File: src/qsc_pkg.sv
// Shared constants, types and register layout for the quad split output control block.
package qsc_pkg;

    // Register byte offsets on the plain register port.
    localparam logic [4:0] QSC_ADDR_CTRL   = 5'h00;
    localparam logic [4:0] QSC_ADDR_OUTSEL = 5'h04;
    localparam logic [4:0] QSC_ADDR_QUADS  = 5'h08;
    localparam logic [4:0] QSC_ADDR_TRIG0  = 5'h0c;
    localparam logic [4:0] QSC_ADDR_TRIG1  = 5'h10;
    localparam logic [4:0] QSC_ADDR_TRIG2  = 5'h14;
    localparam logic [4:0] QSC_ADDR_TRIG3  = 5'h18;
    localparam logic [4:0] QSC_ADDR_STATUS = 5'h1c;

    localparam int QSC_NUM = 4;

    // Frame reference choices.
    typedef enum logic [1:0] {
        QSC_REF_FRAME1 = 2'h0,
        QSC_REF_FRAME2 = 2'h1,
        QSC_REF_EXT    = 2'h2
    } qsc_ref_t;

    // Output standards.
    typedef enum logic [2:0] {
        QSC_FMT_480I_5994  = 3'h0,
        QSC_FMT_720P_5994  = 3'h1,
        QSC_FMT_1080I_5994 = 3'h2,
        QSC_FMT_576I_50    = 3'h3,
        QSC_FMT_720P_50    = 3'h4,
        QSC_FMT_1080I_50   = 3'h5,
        QSC_FMT_1080SF_24  = 3'h6,
        QSC_FMT_1080SF_2398 = 3'h7
    } qsc_fmt_t;

    // Dither levels: off, 2, 3 and 4 bits.
    typedef enum logic [1:0] {
        QSC_DITH_OFF = 2'h0,
        QSC_DITH_LOW = 2'h1,
        QSC_DITH_MED = 2'h2,
        QSC_DITH_HIGH = 2'h3
    } qsc_dith_t;

    // Trigger functions.
    typedef enum logic [2:0] {
        QSC_FN_NONE     = 3'h0,
        QSC_FN_OUT_QUAD = 3'h1,
        QSC_FN_OUT_BKGD = 3'h2,
        QSC_FN_OUT_CYC  = 3'h3,
        QSC_FN_Q_BLACK  = 3'h4,
        QSC_FN_Q_BKGD   = 3'h5,
        QSC_FN_Q_CYC    = 3'h6
    } qsc_fn_t;

    // Output source codes; quadrant codes share them with black in place of the quad view.
    localparam logic [2:0] QSC_SRC_QUAD  = 3'h0;
    localparam logic [2:0] QSC_SRC_BLACK = 3'h0;
    localparam logic [2:0] QSC_SRC_A     = 3'h1;
    localparam logic [2:0] QSC_SRC_D     = 3'h4;

    // Control register layout.
    typedef struct packed {
        logic [3:0] alarm_en;
        logic       clip_white;
        logic       clip_black;
        qsc_dith_t  dither;
        qsc_fmt_t   fmt;
        qsc_ref_t   ref_sel;
    } qsc_ctrl_t;

    // Trigger configuration register layout.
    typedef struct packed {
        logic       level_mode;
        logic       rising;
        logic [2:0] bkgd;
        logic [1:0] target;
        qsc_fn_t    func;
    } qsc_trig_t;

    localparam logic [12:0] QSC_CTRL_RESET   = 13'h1e00;
    localparam logic [11:0] QSC_OUTSEL_RESET = 12'h440;
    localparam logic [11:0] QSC_QUADS_RESET  = 12'h8d1;
    localparam logic [9:0]  QSC_TRIG_RESET   = 10'h000;

    // Nominal black and white sample levels.
    localparam logic [9:0] QSC_BLACK_LEVEL = 10'h040;
    localparam logic [9:0] QSC_WHITE_LEVEL = 10'h3ac;

    // Trigger debounce time.
    localparam int QSC_CLK_KHZ       = 20000;
    localparam int QSC_DEBOUNCE_US   = 1000;
    localparam int QSC_DEBOUNCE_CYC  = (QSC_DEBOUNCE_US * QSC_CLK_KHZ) / 1000;
    localparam logic [15:0] QSC_LFSR_SEED = 16'hace1;

endpackage

File: src/qsc_ctrl.sv
// Output routing, video clipping and dithering, alarms and trigger handling.
`timescale 1ns/1ps
// Function
// - Lock to frame one, two or external
// - Generate outputs in the selected standard
// - Each output carries quad view or background
// - Reset routing: quad, quad, A, B
// - Dither off by default; 2/3/4 bits
// - Black clip clamps below nominal black
// - White clip clamps above nominal white
// - Enabled alarm rises on lost input
// - Disabled alarm stays quiet
// - Function none has no effect
// - Trigger switches output to quad view
// - Trigger switches output to background
// - Output cycle steps once per trigger
// - Quadrant shows black while triggered
// - Trigger places background into quadrant
// - Quadrant cycle steps through backgrounds, black
// - Rising polarity: rising edge or high
// - Falling polarity: falling edge or low
module qsc_ctrl
    import qsc_pkg::*;
#(
    parameter int DEBOUNCE_CYCLES = QSC_DEBOUNCE_CYC
) (
    input  wire logic        sys_clk,
    input  wire logic        resetn,
    input  wire logic [4:0]  addr,
    input  wire logic [31:0] wr_data,
    input  wire logic        wr_en,
    input  wire logic        rd_en,
    output logic [31:0]      rd_data,
    input  wire logic        frame_start,
    input  wire logic [3:0]  bkgd_lost,
    input  wire logic [3:0]  contact_trigger_input,
    input  wire logic [9:0]  vid_in,
    output logic [9:0]       vid_out,
    output qsc_ref_t         ref_sel,
    output qsc_fmt_t         out_format,
    output logic [3:0][2:0]  out_src,
    output logic [3:0][2:0]  quad_src,
    output logic [3:0]       quad_black,
    output logic [3:0]       alarm
);

    qsc_ctrl_t              ctrl;
    qsc_trig_t [3:0]        trig;
    logic [3:0][2:0]        pend_out;
    logic [3:0][2:0]        pend_quad;
    logic [3:0]             trg_s1;
    logic [3:0]             trg_s2;
    logic [3:0]             trg_stable;
    logic [3:0][15:0]       deb_cnt;
    logic [3:0]             act;
    logic [3:0]             act_d;
    logic [3:0]             fire;
    logic [3:0]             next_black;
    logic [3:0]             lost_s1;
    logic [3:0]             lost_s2;
    logic [15:0]            lfsr;
    logic [9:0]             dmask;
    logic [10:0]            dsum;
    logic [9:0]             dval;

    localparam logic [15:0] DEB_LAST = 16'(DEBOUNCE_CYCLES - 1);

    // Step order A, B, C, D, then quad view or black, then wrap.
    function automatic logic [2:0] step5(input logic [2:0] s);
        return (s >= QSC_SRC_D) ? QSC_SRC_QUAD : s + 3'h1;
    endfunction

    // Low-bit mask for the dither depth.
    function automatic logic [9:0] dith_mask(input qsc_dith_t d);
        case (d)
            QSC_DITH_LOW:  return 10'h003;
            QSC_DITH_MED:  return 10'h007;
            QSC_DITH_HIGH: return 10'h00f;
            default:       return 10'h000;
        endcase
    endfunction

    // Control register writes; reference and format are registered from it one cycle later.
    always_ff @(posedge sys_clk or negedge resetn) begin
        if (!resetn) begin
            ctrl <= qsc_ctrl_t'(QSC_CTRL_RESET);
        end else if (wr_en && addr == QSC_ADDR_CTRL) begin
            ctrl <= qsc_ctrl_t'(wr_data[12:0]);
        end
    end

    // Reference and format selections follow the control register.
    always_ff @(posedge sys_clk or negedge resetn) begin
        if (!resetn) begin
            ref_sel    <= QSC_REF_FRAME1;
            out_format <= QSC_FMT_480I_5994;
        end else begin
            ref_sel    <= ctrl.ref_sel;
            out_format <= ctrl.fmt;
        end
    end

    // Trigger configuration registers.
    always_ff @(posedge sys_clk or negedge resetn) begin
        if (!resetn) begin
            for (int i = 0; i < QSC_NUM; i++) begin
                trig[i] <= qsc_trig_t'(QSC_TRIG_RESET);
            end
        end else if (wr_en) begin
            for (int i = 0; i < QSC_NUM; i++) begin
                if (addr == QSC_ADDR_TRIG0 + 5'(4 * i)) begin
                    trig[i] <= qsc_trig_t'(wr_data[9:0]);
                end
            end
        end
    end

    // Two-flop synchronisers for trigger pins and loss detectors.
    always_ff @(posedge sys_clk or negedge resetn) begin
        if (!resetn) begin
            trg_s1  <= 4'hf;
            trg_s2  <= 4'hf;
            lost_s1 <= 4'h0;
            lost_s2 <= 4'h0;
        end else begin
            trg_s1  <= contact_trigger_input;
            trg_s2  <= trg_s1;
            lost_s1 <= bkgd_lost;
            lost_s2 <= lost_s1;
        end
    end

    // Debounce: a new level is accepted once it has held for the full time.
    always_ff @(posedge sys_clk or negedge resetn) begin
        if (!resetn) begin
            trg_stable <= 4'hf;
            deb_cnt    <= '0;
        end else begin
            for (int i = 0; i < QSC_NUM; i++) begin
                if (trg_s2[i] == trg_stable[i]) begin
                    deb_cnt[i] <= 16'h0000;
                end else if (deb_cnt[i] >= DEB_LAST) begin
                    trg_stable[i] <= trg_s2[i];
                    deb_cnt[i]    <= 16'h0000;
                end else begin
                    deb_cnt[i] <= deb_cnt[i] + 16'h0001;
                end
            end
        end
    end

    // Polarity turns the clean level into an active flag; mode picks edge or level.
    always_comb begin
        for (int i = 0; i < QSC_NUM; i++) begin
            act[i] = trig[i].rising ? trg_stable[i] : ~trg_stable[i];
            if (trig[i].level_mode) begin
                fire[i] = act[i] & frame_start;
            end else begin
                fire[i] = act[i] & ~act_d[i];
            end
        end
    end

    // Delayed active flag for edge detection.
    always_ff @(posedge sys_clk or negedge resetn) begin
        if (!resetn) begin
            act_d <= 4'h0;
        end else begin
            act_d <= act;
        end
    end

    // Pending output routing: software writes first, then triggers on top.
    always_ff @(posedge sys_clk or negedge resetn) begin
        if (!resetn) begin
            pend_out <= QSC_OUTSEL_RESET;
        end else begin
            if (wr_en && addr == QSC_ADDR_OUTSEL) begin
                pend_out <= wr_data[11:0];
            end
            for (int i = 0; i < QSC_NUM; i++) begin
                if (fire[i]) begin
                    case (trig[i].func)
                        QSC_FN_OUT_QUAD: pend_out[trig[i].target] <= QSC_SRC_QUAD;
                        QSC_FN_OUT_BKGD: pend_out[trig[i].target] <= trig[i].bkgd;
                        QSC_FN_OUT_CYC:
                            pend_out[trig[i].target] <= step5(pend_out[trig[i].target]);
                        default: ;
                    endcase
                end
            end
        end
    end

    // Pending quadrant sources, same priority as the output routing.
    always_ff @(posedge sys_clk or negedge resetn) begin
        if (!resetn) begin
            pend_quad <= QSC_QUADS_RESET;
        end else begin
            if (wr_en && addr == QSC_ADDR_QUADS) begin
                pend_quad <= wr_data[11:0];
            end
            for (int i = 0; i < QSC_NUM; i++) begin
                if (fire[i]) begin
                    case (trig[i].func)
                        QSC_FN_Q_BKGD: pend_quad[trig[i].target] <= trig[i].bkgd;
                        QSC_FN_Q_CYC:
                            pend_quad[trig[i].target] <= step5(pend_quad[trig[i].target]);
                        default: ;
                    endcase
                end
            end
        end
    end

    // Quadrants held black for as long as their trigger is active.
    always_comb begin
        next_black = 4'h0;
        for (int i = 0; i < QSC_NUM; i++) begin
            if (act[i] && trig[i].func == QSC_FN_Q_BLACK) begin
                next_black[trig[i].target] = 1'b1;
            end
        end
    end

    // Routing changes reach the outputs only on a frame boundary.
    always_ff @(posedge sys_clk or negedge resetn) begin
        if (!resetn) begin
            out_src    <= QSC_OUTSEL_RESET;
            quad_src   <= QSC_QUADS_RESET;
            quad_black <= 4'h0;
        end else if (frame_start) begin
            out_src    <= pend_out;
            quad_src   <= pend_quad;
            quad_black <= next_black;
        end
    end

    // Signal loss alarms gated by their enables.
    always_ff @(posedge sys_clk or negedge resetn) begin
        if (!resetn) begin
            alarm <= 4'h0;
        end else begin
            alarm <= ctrl.alarm_en & lost_s2;
        end
    end

    // Pseudo-random source for dithering.
    always_ff @(posedge sys_clk or negedge resetn) begin
        if (!resetn) begin
            lfsr <= QSC_LFSR_SEED;
        end else begin
            lfsr <= {lfsr[14:0], lfsr[15] ^ lfsr[13] ^ lfsr[12] ^ lfsr[10]};
        end
    end

    // Dither adds noise below the kept depth, saturates, then drops the low bits.
    always_comb begin
        dmask = dith_mask(ctrl.dither);
        dsum  = {1'b0, vid_in} + {1'b0, lfsr[9:0] & dmask};
        if (dsum[10]) begin
            dval = 10'h3ff & ~dmask;
        end else begin
            dval = dsum[9:0] & ~dmask;
        end
    end

    // Clipping at nominal black and white, then the output register.
    always_ff @(posedge sys_clk or negedge resetn) begin
        if (!resetn) begin
            vid_out <= QSC_BLACK_LEVEL;
        end else if (ctrl.clip_black && dval < QSC_BLACK_LEVEL) begin
            vid_out <= QSC_BLACK_LEVEL;
        end else if (ctrl.clip_white && dval > QSC_WHITE_LEVEL) begin
            vid_out <= QSC_WHITE_LEVEL;
        end else begin
            vid_out <= dval;
        end
    end

    // Register reads answer one cycle later; unmapped offsets read zero.
    always_ff @(posedge sys_clk or negedge resetn) begin
        if (!resetn) begin
            rd_data <= 32'h0000_0000;
        end else if (rd_en) begin
            case (addr)
                QSC_ADDR_CTRL:   rd_data <= {19'h00000, ctrl};
                QSC_ADDR_OUTSEL: rd_data <= {20'h00000, pend_out};
                QSC_ADDR_QUADS:  rd_data <= {20'h00000, pend_quad};
                QSC_ADDR_TRIG0:  rd_data <= {22'h000000, trig[0]};
                QSC_ADDR_TRIG1:  rd_data <= {22'h000000, trig[1]};
                QSC_ADDR_TRIG2:  rd_data <= {22'h000000, trig[2]};
                QSC_ADDR_TRIG3:  rd_data <= {22'h000000, trig[3]};
                QSC_ADDR_STATUS: rd_data <= {16'h0000, quad_black, act, alarm, lost_s2};
                default:         rd_data <= 32'h0000_0000;
            endcase
        end else begin
            rd_data <= 32'h0000_0000;
        end
    end
endmodule

File: config.mk
export PLATFORM = sky130hd
export DESIGN_NAME = qsc_ctrl
export DESIGN_NICKNAME = d
export VERILOG_FILES = /design/src/qsc_pkg.sv /design/src/qsc_ctrl.sv
export SDC_FILE = /design/constraint.sdc
export NUM_CORES = 1
export LEC_CHECK = 0
export BUFFER_PORTS_ARGS = -buffer_cell sky130_fd_sc_hd__buf_2
export CAP_MARGIN = 20
export CORE_MARGIN = 2
export CORE_UTILIZATION = 60
export CTS_CLUSTER_DIAMETER = 120
export DETAILED_ROUTE_END_ITERATION = 6
export GPL_TIMING_DRIVEN = 1
export PLACE_DENSITY = 0.93
export SKIP_CTS_REPAIR_TIMING = 1
export SYNTH_ARGS = -nofsm -noshare
export SYNTH_HDL_FRONTEND = slang
export SYNTH_SLANG_ARGS = --single-unit
File: constraint.sdc
create_clock -name sys_clk -period 3.7 [get_ports sys_clk]
set_input_delay 0.37 -clock sys_clk [delete_from_list [all_inputs] [get_ports sys_clk]]
set_output_delay 0.37 -clock sys_clk [all_outputs]
set_load 0.05 [all_outputs]
# Yosys cells after proc, flatten, opt, wreduce, memory -nomap -nowiden
# Cells that the tools add are included.
# totals
ff_bits	260
latchBits	0
ram_bits	0
rom_bits	0
inputBits	60
out_inout_bits	79
word_cells	295
n_memories	0
# op_classes
addsub	13
n_mul	0
div	0
n_lt_le_gt_ge	22
n_eq_ne	38
n_shift	0
muxes	100
bitwise	38
n_reduce_logical	22
# op_table
cell	n
12-bit bitwise mux	16
12-bit one-hot mux with 3 select lines	4
16-bit 2-to-1 mux	8
16-bit one-hot mux with 8 select lines	1
12-bit 2-to-1 mux	10
12-bit one-hot mux with 2 select lines	4
16-bit by 1-bit adder with 16-bit output (second input constant)	4
16-bit by 15-bit greater-or-equal comparator with 1-bit output (second input constant)	4
3-bit 2-to-1 mux	20
12-bit AND	4
3-bit binary-select mux with 2-bit select	8
12-bit inverter	4
3-bit == test (second input constant)	12
32-bit 2-to-1 mux	1
10-bit 2-to-1 mux	3
3-bit by 1-bit adder with 3-bit output (second input constant)	8
3-bit demux with 2-bit select	4
3-bit by 2-bit == test with 1-bit output (second input constant)	8
3-bit greater-or-equal comparator (second input constant)	8
10-bit AND	2
5-bit == test (second input constant)	4
4-bit 2-to-1 mux	4
2-bit AND reduction	8
1-bit logical AND	13
other kinds (21)	71

# Longest topological paths before layout
# depth
ltp_word	17
depth_mapped	11

# Worst setup path after synthesis
# No wires, ideal clock.
# synth_path
kind	flip-flop to flip-flop
start	register lfsr[0]
end	register vid_out[4]
setup_ns	0.141
t_arrival_ns	2.566
path_slack_ns	0.993
stages_incl_launch_ff	10
n_path_buf	0
period_less_slack_ns	2.707
path_cell_list	dfstp_2 -> nor2b_1 -> ha_1 -> inv_1 -> fa_1 -> nand2b_1 -> a211o_1 -> o31a_1 -> nor4_4 -> nor4_1
# synth_via
elab_chain_len	8
# synth_rtl
item	line_no	text
start: declaration	qsc_ctrl.sv:61	logic [15:0] lfsr;
start signal: assignment	qsc_ctrl.sv:253	lfsr <= {lfsr[14:0], lfsr[15] ^ lfsr[13] ^ lfsr[12] ^ lfsr[10]};
10-bit AND (*)	qsc_ctrl.sv:260	dsum = {1'b0, vid_in} + {1'b0, lfsr[9:0] & dmask};
10-bit by 10-bit adder with 11-bit output (*)	qsc_ctrl.sv:260	
10-bit AND	qsc_ctrl.sv:264	dval = dsum[9:0] & ~dmask;
10-bit 2-to-1 mux (*)	qsc_ctrl.sv:261	if (dsum[10]) begin
10-bit > comparator	qsc_ctrl.sv:274	end else if (ctrl.clip_white && dval > QSC_WHITE_LEVEL) begin
1-bit logical AND	qsc_ctrl.sv:274	
10-bit 2-to-1 mux	qsc_ctrl.sv:274	
10-bit 2-to-1 mux (*)	qsc_ctrl.sv:272	end else if (ctrl.clip_black && dval < QSC_BLACK_LEVEL) begin
end signal: assignment	qsc_ctrl.sv:277	vid_out <= dval;
end: declaration	qsc_ctrl.sv:38	output logic [9:0] vid_out,
# Mark *: on every way between the ends. The rest lies on a longest branch, timed or not.
# A chain may end at the register's enable or synchronous reset.

# Final worst setup path
# layout_path
start	register trig[3] in the netlist's numbering
end	register pend_quad[2] in the netlist's numbering
# layout_via
elab_chain_len	16
# layout_rtl
item	line_no	text
start: declaration	qsc_ctrl.sv:48	qsc_trig_t [3:0] trig;
start signal: indexed assignment	qsc_ctrl.sv:107	trig[i] <= qsc_trig_t'(QSC_TRIG_RESET);
start signal: indexed assignment	qsc_ctrl.sv:112	trig[i] <= qsc_trig_t'(wr_data[9:0]);
3-bit binary-select mux with 2-bit select, or another cell as far along	qsc_ctrl.sv:208	pend_quad[trig[i].target] <= step5(pend_quad[trig[i].target]);
3-bit 2-to-1 mux (implied by the code) / 1-bit logical AND (equally long branches)	qsc_ctrl.sv:208, qsc_ctrl.sv:206	
3-bit by 1-bit adder with 3-bit output, or another cell as far along	qsc_ctrl.sv:70	return (s >= QSC_SRC_D) ? QSC_SRC_QUAD : s + 3'h1;
3-bit 2-to-1 mux / 3-bit demux with 2-bit select (equally long branches)	qsc_ctrl.sv:70, qsc_ctrl.sv:206, qsc_ctrl.sv:208	
12-bit bitwise mux, on equally long branches	qsc_ctrl.sv:208, qsc_ctrl.sv:206	
12-bit one-hot mux with 2 select lines (*)	qsc_ctrl.sv:205	case (trig[i].func)
12-bit 2-to-1 mux (*)	qsc_ctrl.sv:204	if (fire[i]) begin
12-bit bitwise mux, on equally long branches	qsc_ctrl.sv:208, qsc_ctrl.sv:206	
12-bit one-hot mux with 2 select lines	qsc_ctrl.sv:205	
12-bit 2-to-1 mux (*)	qsc_ctrl.sv:204	
12-bit bitwise mux, on equally long branches	qsc_ctrl.sv:208, qsc_ctrl.sv:206	
12-bit one-hot mux with 2 select lines	qsc_ctrl.sv:205	
12-bit 2-to-1 mux (*)	qsc_ctrl.sv:204	
12-bit bitwise mux, on equally long branches	qsc_ctrl.sv:208, qsc_ctrl.sv:206	
12-bit one-hot mux with 2 select lines	qsc_ctrl.sv:205	
12-bit 2-to-1 mux (*)	qsc_ctrl.sv:204	
end signal: assignment	qsc_ctrl.sv:201	pend_quad <= wr_data[11:0];
end signal: indexed assignment	qsc_ctrl.sv:206	QSC_FN_Q_BKGD: pend_quad[trig[i].target] <= trig[i].bkgd;
end signal: indexed assignment	qsc_ctrl.sv:208	
end: declaration	qsc_ctrl.sv:50	logic [3:0][2:0] pend_quad;
# Mark *: on every way between the ends. The rest lies on a longest branch, timed or not. The select of a mux whose other input is x is not followed.

==> impl_metrics.env <==
export IMPL_multi_input_area_sq_um=6790
export IMPL_floorplan_die_area_sq_um=23500
export IMPL_synth_area_leader_cell="dfrtp_1"
export IMPL_cts_buffers=26
export IMPL_ys_seq_area_frac=0.461
export IMPL_drc_errors=0
export IMPL_die_h_um=153
export IMPL_max_slew_margin_rel=0.358
export IMPL_gp_congestion=1.07
export IMPL_path_class="flop to flop"
export IMPL_place_hpwl_um=30100
export IMPL_wl_per_cell_um=25.1
export IMPL_rsz0062_at_grt="false"
export IMPL_critical_path_max_stage_delay_ns=0.81
export IMPL_finalWirelength_um=42800
export IMPL_cts_tree="built"
export IMPL_required_ns=4.15
export IMPL_grtUsageMet2=0.549
export IMPL_grt_pass1_wl_um=65400
export IMPL_met1_usage=0.497
export IMPL_std_cell_rows=54
export IMPL_fin_crit_sh=0.830
export IMPL_setup_viol=0
export IMPL_core_sq_um=21800
export IMPL_syn_area_per_cell_sq_um=10.3
export IMPL_yosysTopAreaCellShare=0.384
export IMPL_pin_count=139
export IMPL_num_fill_cells=1592
export IMPL_critical_path_slowest_cell="a211oi_1"
export IMPL_cts_clk_slew_worst_paths_ns=0.07
export IMPL_maxCapViolCount=0
export IMPL_drt_iter0_drc=1306
export IMPL_final_antenna_net_count=0
export IMPL_clock_sinks=244
export IMPL_num_antenna_cells=0
export IMPL_overflow=0
export IMPL_crit_chain="buf_4, or2_2, a211oi_1, nand2_1, a32oi_1, nor2_1, o31ai_1"
export IMPL_drive_gt1_frac=0.242
export IMPL_finalPower_mw=9.40
export IMPL_synth_edff_count=0
export IMPL_ys_types=84
export IMPL_finClkSkew_ns=0.0147
export IMPL_final_area_sq_um=15000
export IMPL_period_needed_ns=3.07
export IMPL_routed_via_density=6.74
export IMPL_path_max_fanout=13
export IMPL_grt_pass1_vias=11100
export IMPL_hold_violations=0
export IMPL_cp_data_arrival_time_ns=3.52
export IMPL_synth_seq_cells=244
export IMPL_layout_commonest_cell="dfrtp_1"
export IMPL_grt_max_degree=115
export IMPL_clockBufferDepth=3
export IMPL_p_per_area_nw_per_um2=627
export IMPL_max_freq_mhz=326
export IMPL_cts_htree_levels=1
export IMPL_synthFlopType="dfrtp_1"
export IMPL_chipWidth_um=153
export IMPL_netlist_instances=1299
export IMPL_busiest_layer="met2"
export IMPL_ys_warnings_count=0
export IMPL_async_flop_share=1.00
export IMPL_met3_usage=0.0933
export IMPL_critPathLaunchType="flop"
export IMPL_dr_total_vias=11500
export IMPL_most_common_layout_cells="dfrtp_1 (205), nor2_1 (157), nand2_1 (133)"
export IMPL_worstHoldPathType="input port to flop"
export IMPL_setup_tns_ns=0
export IMPL_place_area_sq_um=14100
export IMPL_clock_root_buffer="clkbuf_16"
export IMPL_ir_drop_mv=0.545
export IMPL_track_usage=0.361
export IMPL_netlist_top_cells_area="dfrtp_1 (38%), dfstp_2 (7.7%), mux2_2 (7.7%)"
export IMPL_worstMarginPinSlew_ns=0.956
export IMPL_final_seq_area_sq_um=6150
export IMPL_status="complete, no violations"
export IMPL_port_buffers=103
export IMPL_synth_cell_area_sq_um=13300
export IMPL_leakage_nw=6.50
export IMPL_maxSlewViolCount=0
export IMPL_fin_nets=1493
export IMPL_dr_pass1_iters=6
export IMPL_syn_to_final_growth_pct=12.3
export IMPL_antenna_found_initial=2
export IMPL_end_kind="flop"
export IMPL_clock_latency_ns=0.55
export IMPL_initial_core_util=0.612
worst max-delay path, delay by kind of cell (launching register included):
family	cells	cell delay (ns)
AO/OA/AOI/OAI	3	1.47
AND/OR/NAND/NOR	3	0.72
flip-flops	1	0.51
buffers and inverters	1	0.26
registers in the layout (all words and copies together), names as in the netlist:
| name | count |
|---|---|
| deb_cnt | 64 |
| trig | 40 |
| lfsr | 16 |
| rd_data | 16 |
| ctrl | 13 |
| out_src | 12 |
| pend_out | 12 |
| pend_quad | 12 |
| quad_src | 12 |
| vid_out | 10 |
| act_d | 4 |
| alarm | 4 |
| lost_s1 | 4 |
| lost_s2 | 4 |
| quad_black | 4 |
| trg_s1 | 4 |
| trg_s2 | 4 |
| trg_stable | 4 |
| out_format | 3 |
| ref_sel | 2 |
routing by layer:
layer  vias up  share of wire
li1       4897              -
met1      5560           0.38
met2       825           0.44
met3       219           0.12
met4         4          0.055
met5         -        0.00063
metrics by stage:
| stage | hold slack (ns) | std cells | worst slack, ns | util |
|---|---|---|---|---|
| final | 0.0741 | 1708 | 0.631 | 0.687 |
| after global routing | 0.0726 | 1708 | 0.417 | 0.687 |
| after CTS | -0.0831 | 1699 | 0.658 | 0.683 |
| after detailed placement | 0.336 | 1651 | 0.709 | 0.646 |
| after global placement | 0.335 | 1651 | 0.804 | 0.646 |
| after floorplan | 0.0744 | 1318 | 0.993 | - |
path summary, 6_finish.rpt:
path | startpoint | endpoint | slack (ns) | depth (start not counted)
setup / recovery | trig[3] | pend_quad[2] | 0.63 | 7
hold / removal | wr_data[12] | ctrl[12] | 0.07 | 2
setup reg to reg | trig[3] | pend_quad[2] | 0.63 | 7
hold reg to reg | lost_s1[1] | lost_s2[1] | 0.35 | 0
max in group asynchronous | resetn | trg_stable[2] | 2.26 | 3
min in group asynchronous | resetn | lfsr[12] | 0.48 | 2
cell type report:
type | count | share of cell area
Multi-Input combinational cell | 976 | 0.453
Clock buffer | 39 | 0.0493
Clock inverter | 9 | 0.00409
Inverter | 29 | 0.00726
Sequential cell | 244 | 0.411
Tap cell | 280 | 0.0234
Timing Repair Buffer | 131 | 0.0523
where the power goes:
group	switching (mW)	total (mW)	leakage [nW]	internal, mW
combinational	1.81	2.92	3.01	1.11
sequential	0.861	4.01	3.10	3.15
clock	1.09	2.47	0.390	1.38
cell families after synthesis:
group | after synthesis | synth area share
and+or+nand+nor | 479 | 0.166
AOI/OAI and AO/OA | 254 | 0.139
DFF | 244 | 0.461
muxes | 134 | 0.131
buffers and inverters | 98 | 0.0356
xor gates and xnor gates | 64 | 0.0426
adders and majority gates | 25 | 0.0240
other | 1 | 0.000281
synthesized netlist by cell type, types with 25 or more instances:
master / count
inv_1: 29
nand2_1: 133
xnor2_1: 28
dfstp_2: 39
clkbuf_1: 25
mux2_2: 91
nor2_1: 157
o22ai_1: 30
a21oi_1: 48
o21ai_0: 35
dfrtp_1: 205
nand3_1: 47
xor2_1: 35
Power figures use the tool's default switching activity.
